===== src/common/acc_defines.svh =====
// Constants for the converter conversion control block
`ifndef ACC_DEFINES_SVH
`define ACC_DEFINES_SVH
`define ACC_DATA_W        16
`define ACC_DATA_RST      16'h0000
`define ACC_CFG_W         8
`define ACC_CFG_RST       8'h00
`define ACC_CONV_NS       4000
`define ACC_CLK_NS        20
`define ACC_CONV_CYC      ((`ACC_CONV_NS + `ACC_CLK_NS - 1) / `ACC_CLK_NS)
`define ACC_CNT_W         8
`endif


===== src/common/acc_pkg.sv =====
// Types for the converter conversion control block
package acc_pkg;
   typedef enum logic [1:0]
   {
      ACC_IDLE = 2'b00,
      ACC_CONV = 2'b01
   } acc_state_e;
   typedef enum logic [1:0]
   {
      ACC_RNG_0_5   = 2'b00,
      ACC_RNG_0_10  = 2'b01,
      ACC_RNG_PM5   = 2'b10,
      ACC_RNG_PM10  = 2'b11
   } acc_range_e;
endpackage


===== src/rtl/acc_conversion_control.sv =====
// Digital control front of a 16-bit successive-approximation converter
`include "acc_defines.svh"
module acc_conversion_control
   import acc_pkg::*;
(
   input  wire logic                     clk,
   input  wire logic                     rst_b,
   input  wire logic                     reset_in,
   input  wire logic                     chip_select_n,
   input  wire logic                     read_n,
   input  wire logic                     power_down_in,
   input  wire logic                     conversion_start_n,
   input  wire logic                     output_coding_select,
   input  wire logic                     range_polarity_select,
   input  wire logic                     range_span_select,
   input  wire logic                     serial_mode,
   input  wire logic                     slave_sclk,
   input  wire logic                     cfg_sclk,
   input  wire logic                     cfg_sdin,
   input  wire logic [`ACC_DATA_W-1:0]   result_in,
   output logic      [`ACC_DATA_W-1:0]   data_out,
   output logic      [`ACC_DATA_W-1:0]   data_oe,
   output logic                          sample_hold,
   output logic                          busy,
   output logic                          powered_down,
   output logic                          slave_sclk_gated,
   output logic      [1:0]               input_range,
   output logic      [`ACC_CFG_W-1:0]    config_out
);
   // ------------------------------------------------------------
   // Pin synchronisers
   // ------------------------------------------------------------
   logic [1:0] rst_s_q, cs_s_q, rd_s_q, pd_s_q, cnv_s_q, sclk_s_q, csclk_s_q, csd_s_q;
   logic       cnv_prev_q, sclk_prev_q, csclk_prev_q, rst_prev_q;

   always_ff @(posedge clk or negedge rst_b)
   begin
      if (!rst_b)
      begin
         rst_s_q   <= 2'h0;
         cs_s_q    <= 2'h3;
         rd_s_q    <= 2'h3;
         pd_s_q    <= 2'h0;
         cnv_s_q   <= 2'h3;
         sclk_s_q  <= 2'h0;
         csclk_s_q <= 2'h0;
         csd_s_q   <= 2'h0;
      end
      else
      begin
         rst_s_q   <= {rst_s_q[0], reset_in};
         cs_s_q    <= {cs_s_q[0], chip_select_n};
         rd_s_q    <= {rd_s_q[0], read_n};
         pd_s_q    <= {pd_s_q[0], power_down_in};
         cnv_s_q   <= {cnv_s_q[0], conversion_start_n};
         sclk_s_q  <= {sclk_s_q[0], slave_sclk};
         csclk_s_q <= {csclk_s_q[0], cfg_sclk};
         csd_s_q   <= {csd_s_q[0], cfg_sdin};
      end
   end

   // ------------------------------------------------------------
   // Level pin synchronisers
   // ------------------------------------------------------------
   // Mode and range pins are quasi-static but still arrive from outside,
   // so they get the same two stages as the strobes
   logic [1:0] smode_s_q, coding_s_q, pol_s_q, span_s_q;

   always_ff @(posedge clk or negedge rst_b)
   begin
      if (!rst_b)
      begin
         smode_s_q  <= 2'h0;
         coding_s_q <= 2'h0;
         pol_s_q    <= 2'h0;
         span_s_q   <= 2'h0;
      end
      else
      begin
         smode_s_q  <= {smode_s_q[0], serial_mode};
         coding_s_q <= {coding_s_q[0], output_coding_select};
         pol_s_q    <= {pol_s_q[0], range_polarity_select};
         span_s_q   <= {span_s_q[0], range_span_select};
      end
   end

   wire smode_lvl  = smode_s_q[1];
   wire coding_lvl = coding_s_q[1];

   // ------------------------------------------------------------
   // Helpers
   // ------------------------------------------------------------
   function automatic logic in_conv(input acc_state_e st);
      return (st == ACC_CONV);
   endfunction

   wire rst_lvl  = rst_s_q[1];
   wire cs_lvl_n = cs_s_q[1];
   wire rd_lvl_n = rd_s_q[1];
   wire pd_lvl   = pd_s_q[1];
   wire cnv_fall = cnv_prev_q & ~cnv_s_q[1];
   wire rst_fall = rst_prev_q & ~rst_lvl;
   wire csclk_rise = ~csclk_prev_q & csclk_s_q[1];

   // ------------------------------------------------------------
   // Conversion sequencer
   // ------------------------------------------------------------
   acc_state_e                state_q, state_d;
   logic [`ACC_CNT_W-1:0]     cnt_q, cnt_d;
   logic [`ACC_DATA_W-1:0]    data_q, data_d;
   logic [`ACC_CFG_W-1:0]     cfg_q, cfg_d;

   wire start_ok = cnv_fall & ~pd_lvl & ~rst_lvl;
   wire conv_end = in_conv(state_q) && (cnt_q == `ACC_CNT_W'(`ACC_CONV_CYC - 1));

   always_comb
   begin
      state_d = state_q;
      cnt_d   = cnt_q;
      unique case (state_q)
         ACC_IDLE:
         begin
            cnt_d = '0;
            if (start_ok)
               state_d = ACC_CONV;
         end
         ACC_CONV:
         begin
            // Power-down is not checked here: a started conversion runs out
            cnt_d = cnt_q + `ACC_CNT_W'(1);
            if (conv_end)
               state_d = ACC_IDLE;
         end
         default:
            state_d = ACC_IDLE;
      endcase
      if (rst_lvl)
      begin
         state_d = ACC_IDLE;
         cnt_d   = '0;
      end
   end

   // Coding select: high gives straight binary, low flips the sign bit
   wire [`ACC_DATA_W-1:0] coded = coding_lvl ? result_in :
                                  {~result_in[`ACC_DATA_W-1], result_in[`ACC_DATA_W-2:0]};

   always_comb
   begin
      data_d = data_q;
      if (rst_fall)
         data_d = `ACC_DATA_RST;
      else if (conv_end && !rst_lvl)
         data_d = coded;
   end

   // Write-only config port stays live in power-down and ignores select
   always_comb
   begin
      cfg_d = cfg_q;
      if (rst_fall || rst_lvl)
         cfg_d = `ACC_CFG_RST;
      else if (csclk_rise)
         cfg_d = {cfg_q[`ACC_CFG_W-2:0], csd_s_q[1]};
   end

   always_ff @(posedge clk or negedge rst_b)
   begin
      if (!rst_b)
      begin
         state_q      <= ACC_IDLE;
         cnt_q        <= '0;
         data_q       <= `ACC_DATA_RST;
         cfg_q        <= `ACC_CFG_RST;
         cnv_prev_q   <= 1'b1;
         sclk_prev_q  <= 1'b0;
         csclk_prev_q <= 1'b0;
         rst_prev_q   <= 1'b0;
      end
      else
      begin
         state_q      <= state_d;
         cnt_q        <= cnt_d;
         data_q       <= data_d;
         cfg_q        <= cfg_d;
         cnv_prev_q   <= cnv_s_q[1];
         sclk_prev_q  <= sclk_s_q[1];
         csclk_prev_q <= csclk_s_q[1];
         rst_prev_q   <= rst_lvl;
      end
   end

   // ------------------------------------------------------------
   // Output bus and status
   // ------------------------------------------------------------
   // Bus is shared: release it whenever the host is not reading
   wire bus_en = ~cs_lvl_n & ~rd_lvl_n;

   assign data_out         = data_q;
   assign data_oe          = bus_en ? {`ACC_DATA_W{1'b1}} : {`ACC_DATA_W{1'b0}};
   assign sample_hold      = in_conv(state_q);
   assign busy             = in_conv(state_q);
   assign powered_down     = pd_lvl & ~in_conv(state_q);
   // Gating uses the synced select, so a select edge costs two clocks
   assign slave_sclk_gated = smode_lvl & ~cs_lvl_n & sclk_s_q[1] & ~sclk_prev_q;
   assign input_range      = {pol_s_q[1], span_s_q[1]};
   assign config_out       = cfg_q;
endmodule


===== config.mk =====
export PLATFORM = sky130hd
export DESIGN_NAME = acc_conversion_control
export DESIGN_NICKNAME = d
export VERILOG_FILES = /design/src/common/acc_pkg.sv /design/src/rtl/acc_conversion_control.sv
export VERILOG_INCLUDE_DIRS = /design/src /design/src/common
export SDC_FILE = /design/constraint.sdc
export NUM_CORES = 1
export LEC_CHECK = 0
export BUFFER_PORTS_ARGS = -buffer_cell sky130_fd_sc_hd__buf_4
export CAP_MARGIN = 40
export CORE_ASPECT_RATIO = 0.5
export CORE_MARGIN = 2
export CORE_UTILIZATION = 46
export CTS_CLUSTER_DIAMETER = 120
export DETAILED_ROUTE_END_ITERATION = 10
export PLACE_DENSITY = 0.75
export SETUP_SLACK_MARGIN = 0.05
export SYNTH_ARGS = -nofsm -noshare
export SYNTH_HDL_FRONTEND = slang
export SYNTH_SLANG_ARGS = --single-unit
export TNS_END_PERCENT = 20

===== constraint.sdc =====
create_clock -name clk -period 1.85 [get_ports clk]
set_clock_uncertainty 0.15 [all_clocks]
set_input_delay 0.0925 -clock clk [delete_from_list [all_inputs] [get_ports clk]]
set_output_delay 0.0925 -clock clk [all_outputs]
set_load 0.005 [all_outputs]

# Yosys cells after proc, flatten, opt, wreduce, memory -nomap -nowiden
# Index checks and enable logic that the tools add are counted.
dict set report classes {
  n_addsub 1
  eq_ne 4
  mux 12
  bitwise 19
  reduce_logical 9
}
# operator count
set ops {}
lappend ops {{16-bit 2-to-1 mux} 4}
lappend ops {{8-bit 2-to-1 mux} 3}
lappend ops {{8-bit one-hot mux with 2 select lines} 1}
lappend ops {{1-bit bitwise AND} 10}
lappend ops {{1-bit inverter} 9}
lappend ops {{8-bit by 1-bit adder with 8-bit output (second input constant)} 1}
lappend ops {{8-bit == test (second input constant)} 1}
lappend ops {{2-bit 2-to-1 mux} 3}
lappend ops {{2-bit one-hot mux with 2 select lines} 1}
lappend ops {{2-bit nonzero test} 2}
lappend ops {{3-bit by 1-bit != test with 1-bit output (second input constant)} 1}
lappend ops {{3-bit != test (second input constant)} 1}
lappend ops {{3-bit nonzero test} 1}
lappend ops {{2-bit by 1-bit == test with 1-bit output (second input constant)} 1}
lappend ops {{1-bit logical AND} 2}
lappend ops {{2-bit logical NOT} 1}
lappend ops {{2-bit AND reduction} 1}
lappend ops {{1-bit logical NOT} 1}
lappend ops {{1-bit logical OR} 1}
dict set report word_totals {
  regBits 62
  input_bits 30
  out_inout_bits 46
  elab_cells 65
}

# Logic depth before layout (Yosys ltp)
dict set report depth {
  depth_word 7
  mapped_depth 5
}

# Least setup slack after synthesis
# OpenSTA, ideal clock, no wires.
dict set report synth_timing {
  kind {reg-to-reg}
  start {register cnt_q[5]}
  end {register data_q[10], in the netlist data_out[10]}
  setup_time_ns 0.104
  arrival_time_ns 1.727
  setup_slack_ns -0.131
  path_stages_with_launch 6
  n_path_buf 2
  period_less_slack_ns 1.981
  cell_sequence {dfrtp_1 > or4b_1 > buf_2 > or3_4 > buf_6 > o311ai_1}
}
dict set report synth_between {
  elab_chain_cells 4
}
# item line
set synth_rtl {}
lappend synth_rtl {{start, declared} acc_conversion_control.sv:109} ;# logic [`ACC_CNT_W-1:0] cnt_q, cnt_d;
lappend synth_rtl {{start signal, assigned} acc_conversion_control.sv:183} ;# cnt_q <= cnt_d;
lappend synth_rtl {{8-bit == test} acc_conversion_control.sv:114} ;# wire conv_end = in_conv(state_q) && (cnt_q == `ACC_CNT_W'(`ACC_CONV_CYC - 1));
lappend synth_rtl {{1-bit logical AND} acc_conversion_control.sv:114}
lappend synth_rtl {{1-bit logical AND} acc_conversion_control.sv:153} ;# else if (conv_end && !rst_lvl)
lappend synth_rtl {{2-bit nonzero test (no source line)} --}
lappend synth_rtl {{end signal, assigned} acc_conversion_control.sv:173} ;# data_q <= `ACC_DATA_RST;
lappend synth_rtl {{end signal, assigned} acc_conversion_control.sv:184} ;# data_q <= data_d;
lappend synth_rtl {{end, declared} acc_conversion_control.sv:110} ;# logic [`ACC_DATA_W-1:0] data_q, data_d;
# Every way passes these cells.
# A chain may end at the register's enable or synchronous reset.

# Worst setup path in the final report
dict set report layout_timing {
  start {register cnt_q[5]}
  end {register data_q[15], in the netlist data_out[15]}
}
# Same word-level chain as after synthesis.

==> results.md <==
- The flow ran to the end, but the final reports show violations.
- The checks that failed: setup timing.
- For this run, global-route usage on met2 was measured as 0.291.
- Yosys mapped a number of flops with a built-in enable equal to 0.
- The share of async-settable or async-resettable flops after synthesis is 1.00.
- Of the available clock period, the critical path in the final layout requires 1.03.
- The worst register-to-register path has a depth of 4.
- Power spread over the standard cell area amounts to 825 nW/µm².
- The cell sitting at the root of the clock tree is a sky130_fd_sc_hd__clkbuf_8.
- In this run the vertical extent of the chip is ~56 µm.
- For this configuration, the core starts out at a cell density of 0.494.
- The share of synthesized cell area in and, or, nand and nor gates is 0.149.
- The mux cell area share after synthesis is 0.
- In this run the deepest clock path goes through 2 buffers.
- Global routing finished with a remaining overflow of 0.
- The highest-utilization routing layer at the global route stage is met2.
- Leaving out fill and tap cells, the most frequent cell in the layout is sky130_fd_sc_hd__buf_4.
- The hold violation count in the final report is 0.
- After synthesis, the largest family of logic cells by area is simple AND/OR/NAND/NOR gates.
- The number of top-level pins is 76.
- Static timing analysis puts the maximum clock frequency at ~0.52 GHz.
- The register bit count reported by yosys is 61.
- In this run the most critical hold path is launched from result_in[15].
- STA puts the critical path data arrival time at about 2 ns.
- The terminus of the critical flop-to-flop path is data_out[15]$_DFFE_PN0P_.
- The largest net degree at the start of global routing is 62.
- In this run the cell area of the synthesized design comes to around 2500 µm².
- The met3 routing resource usage after global routing is 0.0488.
- The first routing iteration left approximately 130 violations.
- At the worst endpoint, the required time is approximately 2 ns.
- In this run the worst hold path is classified as in2reg.
- The last weighted congestion value of the routability-driven placer is between 0.7 and 0.8.
- After routing the design area is 3610 µm².
- The worst setup path is of the reg2reg kind.
- Compared with the post-synthesis result, the final layout area differs by 43.0%.
- The number of failing setup endpoints in the final timing report is 13.
- After routing, the total negative slack on setup checks comes to -0.407 ns.
- The setup slack at placement is -0.0880 ns.
- The sort of element at the end of the critical path is a register.
- The row count is 18.
- Of the synthesized area, sequential elements account for 0.608.
- In the routed design, unresolved DRC markers number 0.
- The routed layout has 2,028 vias.
- The number of pins with negative max-slew slack in the final report is 0.
- The yosys synthesis warning count is 0.
- The number of nets in the synthesized netlist is ~270.
- In this run the register-to-register setup slack is -0.06 ns.
- The number of antenna violations at the first check in global routing is 0.
- The slew of the pin with the lowest slew margin is approximately 0.73 ns.
- Detailed placement finished with a half-perimeter wire length of 3160 µm.
- In the final routed layout, each cell accounts on average for approximately 13 µm.
- Measured against its own limit, the worst slew margin works out to 0.513.
- The total routing usage reported by global routing is 0.181.
- The most used flip-flop cell after synthesis is sky130_fd_sc_hd__dfrtp_1.
- Setup repair after global routing could not meet its margin everywhere.
- The top cell types in the final layout, fill and taps aside, are sky130_fd_sc_hd__buf_4 (86), sky130_fd_sc_hd__dfrtp_1 (54), sky130_fd_sc_hd__nand2_1 (35).
- The number of standard cells after synthesis is ~240.
- The count of buffers added on input and output ports is 75.
- The fraction of synthesized cell area taken by the top area cell type is 0.535.
- The via count of the first global-routing pass is 1,878.
- The number of cells on the worst hold path is 4.
- The worst hold path terminates at data_out[15]$_DFFE_PN0P_.
- The reported leakage power is between 1.5 and 2 nW.
- The routed via count divided by cell count is ~5.
- Counting every sink on the clock net gives 61.
- The count of cell types in the netlist is 29.
- Counting I/O delays and the setup requirement, the final critical path takes 1.91 ns.
- The adder-cell area share of the yosys netlist is 0.00991.
- The area of the die is about 6100 µm².
- The clock slew at the register clock pins of the worst setup and hold paths is roughly 0.070 ns.
- The final wirelength is 5200 µm.
- The clock tree from TritonCTS is yes.
- The die is 109 µm wide.
- Setup slack on the critical path of the routed design comes to -0.0588 ns.
- The number of nets with antenna violations after routing is 0.
- The clock network latency to the later pin of the worst-skew pair is around 0.32 ns.
- VDD sags by at most approximately 0.5 mV.
- The origin of the critical flop-to-flop path is cnt_q[5]$_DFF_PN0_.
- The number of antenna cells inserted is 0.
- The number of buffers created by CTS is 9.
- Power comes to just under 0.003 W.
- The placed standard-cell area is roughly 3000 µm².
- The first global-routing pass estimated approximately 8600 µm of wire.
- Summed over all instances, the cell type with the most area after synthesis is sky130_fd_sc_hd__dfrtp_1.
- The share of post-route cells with drive strength above 1 is 0.365.
- In the global route stage, met1 resource usage came out at 0.239.
- The core region is 5110 µm².
- For this run, the post-layout net count is around 360.
- The kind of launch point of the worst setup path is a register.
- By area the synthesized netlist is led by sky130_fd_sc_hd__dfrtp_1 (54%), sky130_fd_sc_hd__dfstp_2 (7.3%), sky130_fd_sc_hd__buf_4 (5.6%), sky130_fd_sc_hd__nand2_1 (5.2%), sky130_fd_sc_hd__nor2b_1 (4.5%).
- The H-tree depth reported by CTS is 3.
- The fraction of the mapped netlist area in compound gates was 0.116.
- Max-cap violations in this run came to 0.
- A synthesized cell averages between 10 and 15 µm².
- For this run, the detailed router's first-pass iteration total came to 4.
- In this run the worst path has a maximum fanout of 3.
- Of the total synthesized cell area, the portion taken by XOR and XNOR cells is 0.0139.
- The share of the core filled with cells is 0.706.
-- cell usage after synthesis (2+ instances only) --
library cell,n
sky130_fd_sc_hd__o21ai_0,19
sky130_fd_sc_hd__nor2_1,6
sky130_fd_sc_hd__nor2b_1,18
sky130_fd_sc_hd__inv_1,16
sky130_fd_sc_hd__ha_1,2
sky130_fd_sc_hd__or4_1,2
sky130_fd_sc_hd__dfrtp_1,54
sky130_fd_sc_hd__o311ai_0,5
sky130_fd_sc_hd__xor2_1,3
sky130_fd_sc_hd__a21oi_1,12
sky130_fd_sc_hd__or3_1,2
sky130_fd_sc_hd__nand2b_1,2
sky130_fd_sc_hd__nand3_1,3
sky130_fd_sc_hd__buf_1,2
sky130_fd_sc_hd__nand2_1,35
sky130_fd_sc_hd__clkbuf_1,9
sky130_fd_sc_hd__buf_4,19
sky130_fd_sc_hd__dfstp_2,7
sky130_fd_sc_hd__o311ai_1,10
-- layer usage --
metal	vias to the layer above	wire, µm	part of all wire
met1	985	2250	0.43
met3	5	335	0.064
met2	79	2590	0.50
met4	0	30	0.0058
met5	-	0	0
li1	959	-	-
-- how the worst max path moves through the flow --
stage / startpoint / end / slack (ns) / cells after the start
floorplan: cnt_q[5]$_DFF_PN0_ / data_out[10]$_DFFE_PN0P_ / -0.13 / 5
detailed placement: cnt_q[5]$_DFF_PN0_ / data_out[4]$_DFFE_PN0P_ / -0.09 / 3
global route: cnt_q[5]$_DFF_PN0_ / data_out[3]$_DFFE_PN0P_ / -0.1 / 3
finish: cnt_q[5]$_DFF_PN0_ / data_out[15]$_DFFE_PN0P_ / -0.06 / 4
global placement: cnt_q[5]$_DFF_PN0_ / data_out[0]$_DFFE_PN0P_ / -0.03 / 3
CTS: cnt_q[3]$_DFF_PN0_ / data_out[4]$_DFFE_PN0P_ / -0.05 / 3
-- metrics by stage --
| stage | instances | hold slack [ns] |
|---|---|---|
| after floorplan | 236 | -0.353 |
| after global routing | 407 | 0.136 |
| after global placement | 359 | 0.0453 |
| after detailed placement | 359 | 0.0525 |
| after CTS | 405 | 0.0897 |
| final | 407 | 0.114 |
-- state kept, by name, summed over array words and instances (netlist names), 2 cells and up --
| register | count |
|---|---|
| pol_s_q | 2 |
| cnv_s_q | 2 |
| pd_s_q | 2 |
| data_out | 16 |
| csd_s_q | 2 |
| cs_s_q | 2 |
| coding_s_q | 2 |
| sclk_s_q | 2 |
| cnt_q | 8 |
| rd_s_q | 2 |
| span_s_q | 2 |
| csclk_s_q | 2 |
| config_out | 8 |
| rst_s_q | 2 |
| smode_s_q | 2 |
-- cells by family (layout without fill, tap and decap cells) --
group                      count (synthesis)  count (layout)
DFF                                       61              61
AOI/OAI and AO/OA                         47              47
xor gates and xnor gates                   4               4
and+or+nand+nor                           74              75
buffers and inverters                     48             148
adders and majority gates                  2               2
-- worst max-delay path, cell delays in order (launching register included) --
cell	delay (ns)
sky130_fd_sc_hd__dfrtp_1	0.39
sky130_fd_sc_hd__or4b_4	0.57
sky130_fd_sc_hd__buf_4	0.16
sky130_fd_sc_hd__or4_4	0.49
sky130_fd_sc_hd__nand3_1	0.08
-- what timing repair did --
action,4_1_cts,5_1_grt
gates cloned,1,0
buffers inserted,1,2
pin swaps,4,3
endpoints found under the hold margin,81,0
gates resized for setup,8,22
hold buffers,28,0
setup endpoints to repair,32,17
-- final cells by class --
| type | instances | area (µm²) |
|---|---|---|
| timing repair buffer | 116 | 948 |
| clock inverter | 4 | 48.8 |
| sequential | 61 | 1540 |
| tap | 70 | 87.6 |
| fill | 352 | 1500 |
| inverter | 16 | 60.1 |
| multi-input combinational | 128 | 796 |
| clock buffer | 12 | 135 |
-- power by group --
part / leakage, nW / switching, W / internal [W] / total (W)
Sequential: 0.762 / 0.0000610 / 0.00143 / 0.00149
Combinational: 0.837 / 0.000158 / 0.000248 / 0.000406
Clock: 0.0943 / 0.000461 / 0.000621 / 0.00108
No activity file was read; power rests on OpenSTA's default activity.
